### src/common/tupm_defs.svh
// Constants of the translation unit performance monitor counter group
`ifndef TUPM_DEFS_SVH
`define TUPM_DEFS_SVH

// Sizes
`define TUPM_COUNTER_NUMBER_FIELD 4
`define TUPM_CTR_W 32
`define TUPM_SID_W 16
`define TUPM_ADDR_W 13
`define TUPM_IDX_W 6

// Event codes
`define TUPM_EVT_WBUF_FULL 8'h87
`define TUPM_EVT_DCMO_DOWN 8'h8B
`define TUPM_EVT_STASH_FAIL 8'h8C

// Byte offsets; page 1 starts at 13'h1000
`define TUPM_OFF_CNT 13'h1000
`define TUPM_OFF_EVT 13'h1400
`define TUPM_OFF_FILT 13'h1A00
`define TUPM_OFF_CNTEN 13'h1C00
`define TUPM_OFF_CAPT 13'h1D88
`define TUPM_OFF_SCR 13'h1DF8
`define TUPM_OFF_CFG 13'h1E00
`define TUPM_OFF_CTRL 13'h1E04
`define TUPM_OFF_SNAP 13'h0600

// Capability register fields
`define TUPM_CFG_COUNTER_NUMBER_FIELD_LSB 0
`define TUPM_CFG_SIZE_LSB 8
`define TUPM_CFG_MPAM_BIT 18
`define TUPM_CFG_RELOC_BIT 20
`define TUPM_CFG_MSI_BIT 21
`define TUPM_CFG_CAPT_BIT 22
`define TUPM_CFG_FILT_BIT 23
`define TUPM_CFG_SIZE_VAL 6'h31
`define TUPM_CFG_MPAM_VAL 1'h0
`define TUPM_CFG_RELOC_VAL 1'h1
`define TUPM_CFG_MSI_VAL 1'h0
`define TUPM_CFG_CAPT_VAL 1'h1
`define TUPM_CFG_FILT_VAL 1'h1

// Filter, control, security and capture fields and reset values
`define TUPM_FILT_ALL_BIT 31
`define TUPM_FILT_RST 32'h80000000
`define TUPM_CTRL_EN_BIT 0
`define TUPM_SCR_SO_BIT 0
`define TUPM_CAPT_BIT 0

`endif

### src/common/tupm_pkg.sv
// Types of the translation unit performance monitor counter group
package tupm_pkg;
`include "tupm_defs.svh"

   typedef struct packed {
      logic wbuf_full;
      logic mkinv_down;
      logic rdonce_mkinv_down;
      logic lti_dcmo_down;
      logic wrstash_down;
      logic stashonce_term;
      logic stashonce_term_dis;
      logic lti_wdcp_down;
      logic lti_dcp_razwi;
      logic lti_abort_dis;
      logic [`TUPM_SID_W-1:0] sid;
   } tupm_evt_s;

   typedef struct packed {
      logic read;
      logic write;
      logic [`TUPM_ADDR_W-1:0] address;
      logic [31:0] writedata;
      logic [3:0] byteenable;
   } tupm_avs_req_s;

   typedef struct packed {
      logic [31:0] readdata;
      logic waitrequest;
   } tupm_avs_rsp_s;

   typedef enum logic {TUPM_SNAP_IDLE, TUPM_SNAP_ACK} tupm_snap_e;

   typedef struct packed {
      logic [`TUPM_COUNTER_NUMBER_FIELD-1:0][`TUPM_CTR_W-1:0] cnt;
      logic [`TUPM_COUNTER_NUMBER_FIELD-1:0][`TUPM_CTR_W-1:0] snap;
      logic [`TUPM_COUNTER_NUMBER_FIELD-1:0][7:0] evt_code;
      logic [`TUPM_COUNTER_NUMBER_FIELD-1:0] cnt_en;
      logic [31:0] filt;
      logic glob_en;
      logic sec_obs;
      logic req_sync1;
      logic req_sync2;
      logic req_prev;
      tupm_snap_e snap_st;
      logic ack;
      logic waitreq;
      logic [31:0] rdata;
   } tupm_state_s;

endpackage

### src/hw/tupm_counter_group.sv
// Performance monitor counter group of a translation buffer unit
`timescale 1ns/1ps
`include "tupm_defs.svh"

module tupm_counter_group
   import tupm_pkg::*;
#(
   parameter bit LTI_VARIANT = 1'b0
) (
   // Clock and reset
   input wire logic sys_clk,
   input wire logic resetn,
   // Register bus
   input wire tupm_avs_req_s avs_req,
   output tupm_avs_rsp_s avs_rsp,
   // Events from the translation datapath
   input wire tupm_evt_s evt,
   // Snapshot handshake
   input wire logic snap_req,
   output logic snap_ack
);

   // ----------------------------------------------------------------
   // State
   // ----------------------------------------------------------------
   tupm_state_s state_reg;
   tupm_state_s state_next;

   logic [1:0] amt_wbuf;
   logic [1:0] amt_dcmo;
   logic [1:0] amt_stash;
   logic sid_match;
   logic [`TUPM_COUNTER_NUMBER_FIELD-1:0][1:0] inc;
   logic [31:0] cfg_val;

   // ----------------------------------------------------------------
   // Event qualification
   // ----------------------------------------------------------------
   // Stream filter for the DCMO and stash events; write buffer events are not filtered
   assign sid_match = state_reg.filt[`TUPM_FILT_ALL_BIT]
      | (state_reg.filt[`TUPM_SID_W-1:0] == evt.sid);

   assign amt_wbuf = {1'b0, evt.wbuf_full & state_reg.sec_obs};

   always_comb begin
      amt_dcmo = 2'h0;
      amt_stash = 2'h0;
      if (LTI_VARIANT) begin
         amt_dcmo = {1'b0, evt.lti_dcmo_down};
         amt_stash = {1'b0, evt.lti_wdcp_down}
            + {1'b0, evt.lti_dcp_razwi & ~evt.lti_abort_dis};
      end else begin
         amt_dcmo = {1'b0, evt.mkinv_down} + {1'b0, evt.rdonce_mkinv_down};
         amt_stash = {1'b0, evt.wrstash_down}
            + {1'b0, evt.stashonce_term & ~evt.stashonce_term_dis};
      end
      if (!sid_match) begin
         amt_dcmo = 2'h0;
         amt_stash = 2'h0;
      end
   end

   // ----------------------------------------------------------------
   // Per-counter increment select
   // ----------------------------------------------------------------
   genvar gi;
   generate
      for (gi = 0; gi < `TUPM_COUNTER_NUMBER_FIELD; gi = gi + 1) begin : g_inc
         always_comb begin
            inc[gi] = 2'h0;
            if (state_reg.glob_en && state_reg.cnt_en[gi]) begin
               case (state_reg.evt_code[gi])
                  `TUPM_EVT_WBUF_FULL: inc[gi] = amt_wbuf;
                  `TUPM_EVT_DCMO_DOWN: inc[gi] = amt_dcmo;
                  `TUPM_EVT_STASH_FAIL: inc[gi] = amt_stash;
                  default: inc[gi] = 2'h0;
               endcase
            end
         end
      end
   endgenerate

   // ----------------------------------------------------------------
   // Capability word
   // ----------------------------------------------------------------
   always_comb begin
      cfg_val = 32'h00000000;
      cfg_val[`TUPM_CFG_COUNTER_NUMBER_FIELD_LSB +: 6] = 6'(`TUPM_COUNTER_NUMBER_FIELD - 1);
      cfg_val[`TUPM_CFG_SIZE_LSB +: 6] = `TUPM_CFG_SIZE_VAL;
      cfg_val[`TUPM_CFG_MPAM_BIT] = `TUPM_CFG_MPAM_VAL;
      cfg_val[`TUPM_CFG_RELOC_BIT] = `TUPM_CFG_RELOC_VAL;
      cfg_val[`TUPM_CFG_MSI_BIT] = `TUPM_CFG_MSI_VAL;
      cfg_val[`TUPM_CFG_CAPT_BIT] = `TUPM_CFG_CAPT_VAL;
      cfg_val[`TUPM_CFG_FILT_BIT] = `TUPM_CFG_FILT_VAL;
   end

   // ----------------------------------------------------------------
   // Byte-enable merge
   // ----------------------------------------------------------------
   function automatic logic [31:0] be_merge(
      input logic [31:0] old_v,
      input logic [31:0] new_v,
      input logic [3:0] be
   );
      logic [31:0] res;
      integer b;
      res = old_v;
      for (b = 0; b < 4; b = b + 1) begin
         if (be[b]) begin
            res[b*8 +: 8] = new_v[b*8 +: 8];
         end
      end
      return res;
   endfunction

   // Region hit for an arrayed register block
   function automatic logic in_region(
      input logic [`TUPM_ADDR_W-1:0] addr,
      input logic [`TUPM_ADDR_W-1:0] base
   );
      return (addr[`TUPM_ADDR_W-1:8] == base[`TUPM_ADDR_W-1:8])
         && (addr[1:0] == 2'h0)
         && (addr[7:2] < `TUPM_IDX_W'(`TUPM_COUNTER_NUMBER_FIELD));
   endfunction

   // ----------------------------------------------------------------
   // Next state
   // ----------------------------------------------------------------
   always_comb begin
      logic [`TUPM_IDX_W-1:0] idx;
      logic wr_go;
      logic rd_go;
      logic capture;
      logic req_rise;
      logic [31:0] rd_val;
      integer i;
      idx = avs_req.address[7:2];
      wr_go = 1'b0;
      rd_go = 1'b0;
      capture = 1'b0;
      req_rise = 1'b0;
      rd_val = 32'h00000000;
      state_next = state_reg;

      // Write accepted at the edge where waitrequest is low, read at the edge where it is high
      wr_go = avs_req.write & ~state_reg.waitreq;
      rd_go = avs_req.read & state_reg.waitreq;
      state_next.waitreq = ~((avs_req.read | avs_req.write)
         & state_reg.waitreq);

      // ----------------------------------------------------------------
      // Snapshot request synchroniser
      // ----------------------------------------------------------------
      // Two-stage synchroniser
      state_next.req_sync1 = snap_req;
      state_next.req_sync2 = state_reg.req_sync1;
      state_next.req_prev = state_reg.req_sync2;
      req_rise = state_reg.req_sync2 & ~state_reg.req_prev;

      // ----------------------------------------------------------------
      // Snapshot handshake
      // ----------------------------------------------------------------
      case (state_reg.snap_st)
         TUPM_SNAP_IDLE: begin
            if (req_rise) begin
               capture = 1'b1;
               state_next.ack = 1'b1;
               state_next.snap_st = TUPM_SNAP_ACK;
            end
         end
         TUPM_SNAP_ACK: begin
            if (!state_reg.req_sync2) begin
               state_next.ack = 1'b0;
               state_next.snap_st = TUPM_SNAP_IDLE;
            end
         end
         default: begin
            state_next.ack = 1'b0;
            state_next.snap_st = TUPM_SNAP_IDLE;
         end
      endcase

      if (wr_go && avs_req.address == `TUPM_OFF_CAPT
            && avs_req.byteenable[0]
            && avs_req.writedata[`TUPM_CAPT_BIT]) begin
         capture = 1'b1;
      end

      // ----------------------------------------------------------------
      // Counters and snapshots
      // ----------------------------------------------------------------
      for (i = 0; i < `TUPM_COUNTER_NUMBER_FIELD; i = i + 1) begin
         if (capture) begin
            state_next.snap[i] = state_reg.cnt[i];
         end
         state_next.cnt[i] = state_reg.cnt[i]
            + `TUPM_CTR_W'(inc[i]);
      end

      // ----------------------------------------------------------------
      // Register writes
      // ----------------------------------------------------------------
      if (wr_go) begin
         if (in_region(avs_req.address, `TUPM_OFF_CNT)) begin
            state_next.cnt[idx] = be_merge(state_reg.cnt[idx],
               avs_req.writedata, avs_req.byteenable);
         end
         if (in_region(avs_req.address, `TUPM_OFF_EVT)
               && avs_req.byteenable[0]) begin
            state_next.evt_code[idx] = avs_req.writedata[7:0];
         end
         if (avs_req.address == `TUPM_OFF_FILT) begin
            state_next.filt = be_merge(state_reg.filt,
               avs_req.writedata, avs_req.byteenable);
         end
         if (avs_req.address == `TUPM_OFF_CNTEN
               && avs_req.byteenable[0]) begin
            state_next.cnt_en = avs_req.writedata[`TUPM_COUNTER_NUMBER_FIELD-1:0];
         end
         if (avs_req.address == `TUPM_OFF_CTRL
               && avs_req.byteenable[0]) begin
            state_next.glob_en = avs_req.writedata[`TUPM_CTRL_EN_BIT];
         end
         if (avs_req.address == `TUPM_OFF_SCR
               && avs_req.byteenable[0]) begin
            state_next.sec_obs = avs_req.writedata[`TUPM_SCR_SO_BIT];
         end
      end

      // ----------------------------------------------------------------
      // Register reads
      // ----------------------------------------------------------------
      if (in_region(avs_req.address, `TUPM_OFF_CNT)) begin
         rd_val = state_reg.cnt[idx];
      end else if (in_region(avs_req.address, `TUPM_OFF_SNAP)) begin
         rd_val = state_reg.snap[idx];
      end else if (in_region(avs_req.address, `TUPM_OFF_EVT)) begin
         rd_val = {24'h000000, state_reg.evt_code[idx]};
      end else begin
         case (avs_req.address)
            `TUPM_OFF_FILT: rd_val = state_reg.filt;
            `TUPM_OFF_CNTEN: rd_val = 32'(state_reg.cnt_en);
            `TUPM_OFF_CTRL: rd_val = 32'(state_reg.glob_en);
            `TUPM_OFF_SCR: rd_val = 32'(state_reg.sec_obs);
            `TUPM_OFF_CFG: rd_val = cfg_val;
            default: rd_val = 32'h00000000;
         endcase
      end
      if (rd_go) begin
         state_next.rdata = rd_val;
      end
   end

   // ----------------------------------------------------------------
   // State register
   // ----------------------------------------------------------------
   always_ff @(posedge sys_clk) begin
      if (!resetn) begin
         state_reg <= '0;
         state_reg.filt <= `TUPM_FILT_RST;
         state_reg.waitreq <= 1'b1;
         state_reg.snap_st <= TUPM_SNAP_IDLE;
      end else begin
         state_reg <= state_next;
      end
   end

   // ----------------------------------------------------------------
   // Outputs
   // ----------------------------------------------------------------
   assign avs_rsp.readdata = state_reg.rdata;
   assign avs_rsp.waitrequest = state_reg.waitreq;
   assign snap_ack = state_reg.ack;

endmodule // tupm_counter_group

### config.mk
export PLATFORM = sky130hd
export DESIGN_NAME = tupm_counter_group
export DESIGN_NICKNAME = d
export VERILOG_FILES = /design/src/common/tupm_pkg.sv /design/src/hw/tupm_counter_group.sv
export VERILOG_INCLUDE_DIRS = /design/src /design/src/common
export SDC_FILE = /design/constraint.sdc
export NUM_CORES = 1
export LEC_CHECK = 0
export BUFFER_PORTS_ARGS = -buffer_cell sky130_fd_sc_hd__buf_4
export CAP_MARGIN = 20
export CORE_MARGIN = 3
export CORE_UTILIZATION = 45
export CTS_CLUSTER_DIAMETER = 100
export CTS_CLUSTER_SIZE = 14
export DETAILED_ROUTE_END_ITERATION = 8
export PLACE_DENSITY = 0.61
export SYNTH_ARGS = -nofsm -noshare
export SYNTH_HDL_FRONTEND = slang
export SYNTH_SLANG_ARGS = --single-unit
### constraint.sdc
create_clock -name sys_clk -period 4 [get_ports sys_clk]
set_input_delay 0.2 -clock sys_clk [delete_from_list [all_inputs] [get_ports sys_clk]]
set_output_delay 0.2 -clock sys_clk [all_outputs]
set_load 0.02 [all_outputs]
==> results.sh <==
export IMPL_syn_nets=2141
export IMPL_antenna_found_initial=0
export IMPL_p_sw_frac=0.245
export IMPL_grt_usage=0.273
export IMPL_cts_resized=0
export IMPL_path_buf_inv=1
export IMPL_ir_drop_mv=0.265
export IMPL_nNetsFinal=2202
export IMPL_fin_crit_sh=0.970
export IMPL_rsz0062_at_grt="true"
export IMPL_setup_viol=0
export IMPL_drc=0
export IMPL_cts_buffer_depth=3
export IMPL_core_area_sq_um=41200
export IMPL_wire_per_inst_um=23.5
export IMPL_cp_arrival_ns=4.35
export IMPL_maxCapViolations=0
export IMPL_seqPwrFrac=0.538
export IMPL_status="complete, no violations"
export IMPL_yosysSeqAreaShare=0.385
export IMPL_clk_pin_slew_ns=0.07
export IMPL_layout_setup_ws_ns=0.120
export IMPL_preCtsSetupSlack_ns=0.178
export IMPL_dieHeight_um=211
export IMPL_crit_start="state_reg[50]"
export IMPL_max_freq_mhz=258
export IMPL_syn_area_sq_um=18900
export IMPL_comb_power_share=0.077
export IMPL_hold_path_class="in -> reg"
export IMPL_crit_family="simple AND/OR/NAND/NOR gates"
export IMPL_overflow=0
export IMPL_yosysWarnings=0
export IMPL_critPathMaxFanout=5
export IMPL_finClkSkew_ns=0.0131
export IMPL_antenna_cells=0
export IMPL_fin_setup_tns_ns=0
export IMPL_cp_required_ns=4.47
export IMPL_critPathLaunchType="register"
export IMPL_regToRegStartpoint="state_reg[50]"
export IMPL_insertion_delay_ns=0.59
export IMPL_grt_pass1_vias=15700
export IMPL_fillers=3848
export IMPL_layout_drive_gt1_share=0.157
export IMPL_cts_tree="yes"
export IMPL_post_dp_hpwl_mm=43.4
export IMPL_ant_nets=0
export IMPL_critical_path_class="reg -> reg"
export IMPL_cpMaxStageDelayCell="o41a_1"
export IMPL_cts_root_buffer="clkbuf_16"
export IMPL_synthArstFlopShare=0
export IMPL_final_common_cell="dfxtp_1"
export IMPL_drv_slew=0
export IMPL_synth_edf_count=0
export IMPL_port_buffers=109
export IMPL_slew_headroom=0.281
export IMPL_die_area_sq_um=44500
export IMPL_crit_path_frequent_cell="xnor2_1"
export IMPL_io_pins=114
export IMPL_post_route_min_period_ns=3.88
export IMPL_cp_end_kind="register"
export IMPL_clock_sinks=364
export IMPL_synth_cells=2047
export IMPL_ys_ff_latch=364
export IMPL_hp_start="avs_req[46]"
export IMPL_grt_max_degree=112
export IMPL_core_rowCount=74
export IMPL_worst_path_largest_cell_delay_ns=0.57
export IMPL_vias=16200
export IMPL_dr_pass1_iters=5
export IMPL_synth_cell_types=72
export IMPL_final_cell_mix="364 x dfxtp_1, 256 x nor2_1, 173 x mux2i_1"
export IMPL_cts_inserted_buffers=29
export IMPL_p_switching_w=0.00166
export IMPL_drt_vias_per_instance=6.13
export IMPL_worst_pin_slew_ns=1.08
export IMPL_synth_flop_cell="dfxtp_1"
export IMPL_power_density_nw_per_um2=319
export IMPL_gp_congestion=0.888
export IMPL_initial_core_util=0.459
export IMPL_path_cells="xnor2_1, nand4_1, o41a_1, o32a_1, nor2_1, ha_1, inv_1, fa_1, nor2b_1, nand2_1, nor4_1, xnor2_1, a21oi_1"
export IMPL_seq_area_sq_um=7290
export IMPL_finalWirelength_mm=62.0
export IMPL_areaGrowthSynthToFinish_pct=12.3
export IMPL_first_iter_violations=1496
export IMPL_leakage_nw=8.13
export IMPL_clkPwrFrac=0.385
export IMPL_fin_total_pwr_w=0.00677
export IMPL_synth_area_per_cell_sq_um=9.24
export IMPL_h_tree_depth=1
export IMPL_multi_input_area_sq_um=10700
export IMPL_grt_pass1_wl_mm=95.4
export IMPL_hold_viol=0
export IMPL_largest_reg_flops=328
export IMPL_fp_dieW_um=211
export IMPL_p_int_w=0.00511
## metrics by stage
step / hold slack [ns] / cell area [sq um] / util / cells
2_1_floorplan: 0.316 / 18900 / - / 2047
3_3_place_gp: 0.416 / 20100 / 0.487 / 2564
3_5_place_dp: 0.416 / 20100 / 0.487 / 2564
4_1_cts: 0.0346 / 21200 / 0.514 / 2632
5_1_grt: 0.0713 / 21200 / 0.516 / 2639
6_report: 0.0554 / 21200 / 0.516 / 2639
## layer usage
metal / wire [um] / global-route usage
met1: 28000 / 0.398
met2: 28300 / 0.438
met3: 4210 / 0.0255
met4: 1500 / 0.0709
met5: 0 / 0
## power groups by stage
stage                     Clock (W)  Combinational [W]  Sequential, W
after floorplan                   0           0.000287        0.00372
after global placement            0           0.000483        0.00373
after detailed placement          0           0.000485        0.00373
after CTS                   0.00264           0.000515        0.00364
after global routing        0.00278           0.000553        0.00364
final                       0.00260           0.000523        0.00365
## cell usage after synthesis, types with 4 or more instances
cell type  number  area [sq um]
o22ai_1         4          25.0
mux2_2         25           282
nor3b_1         5          37.5
xor2_1         44           385
clkbuf_1      108           405
fa_1            4          80.1
nand3_1        56           280
nor3_1         40           200
xnor2_1        91           797
nand4_1        41           257
a22oi_1        28           210
nor4_1         25           156
a31o_1          6          52.6
and2_1         11          68.8
buf_2          30           150
mux4_2         72          1620
a211oi_1       60           450
a22o_1          4          35.0
nor2_1        256           961
a31o_2         12           105
and4_1         21           184
buf_4          33           248
buf_1           8          30.0
a21oi_1       126           631
or4_1           4          30.0
nand2_1       145           544
mux2i_1       173          1730
a221oi_1        6          52.6
and3_1         24           150
o21ai_0        97           485
nand2b_1       10          62.6
nor2b_1         9          56.3
or3_1           8          50.1
dfxtp_1       364          7290
inv_1          24          90.1
ha_1           10           125
or4b_2          4          40.0
o211ai_1        4          30.0
## final timing paths
check                   end  slack [ns]  depth (start not counted)
max reg2reg  state_reg[294]        0.12                         13
max          state_reg[294]        0.12                         13
min reg2reg   state_reg[56]        0.45                          2
min           state_reg[39]        0.06                          4
## tightest hold or removal path, stage by stage
cell	delay [ns]
buf_4	0.14
nand4_1	0.09
mux2i_1	0.08
nor2_1	0.09
## repair_timing
item / in CTS / in global routing
setup endpoints to repair: 0 / 13
endpoints found under the hold margin: 69 / 0
buffers inserted: 0 / 5
hold buffers: 38 / 0
## cell type report
cell class              instances  share of cell area
clock buffers                  29              0.0342
clock inverters                 1            0.000412
inverters                      25             0.00465
multi-input cells            1479               0.506
flip-flops and latches        364               0.343
well taps                     532              0.0313
repair buffers                209              0.0807
## kinds of logic (layout without fill, tap and decap cells)
| group | Yosys count | in the layout | share of synthesized area |
|---|---|---|---|
| buf+inv | 205 | 264 | 0.0496 |
| simple gates | 687 | 687 | 0.178 |
| xor+xnor | 135 | 135 | 0.0625 |
| mux | 271 | 271 | 0.193 |
| fa+ha+maj | 14 | 14 | 0.0108 |
| compound gates | 371 | 372 | 0.121 |
| flops | 364 | 364 | 0.385 |
No activity file was read; power rests on OpenSTA's default activity.
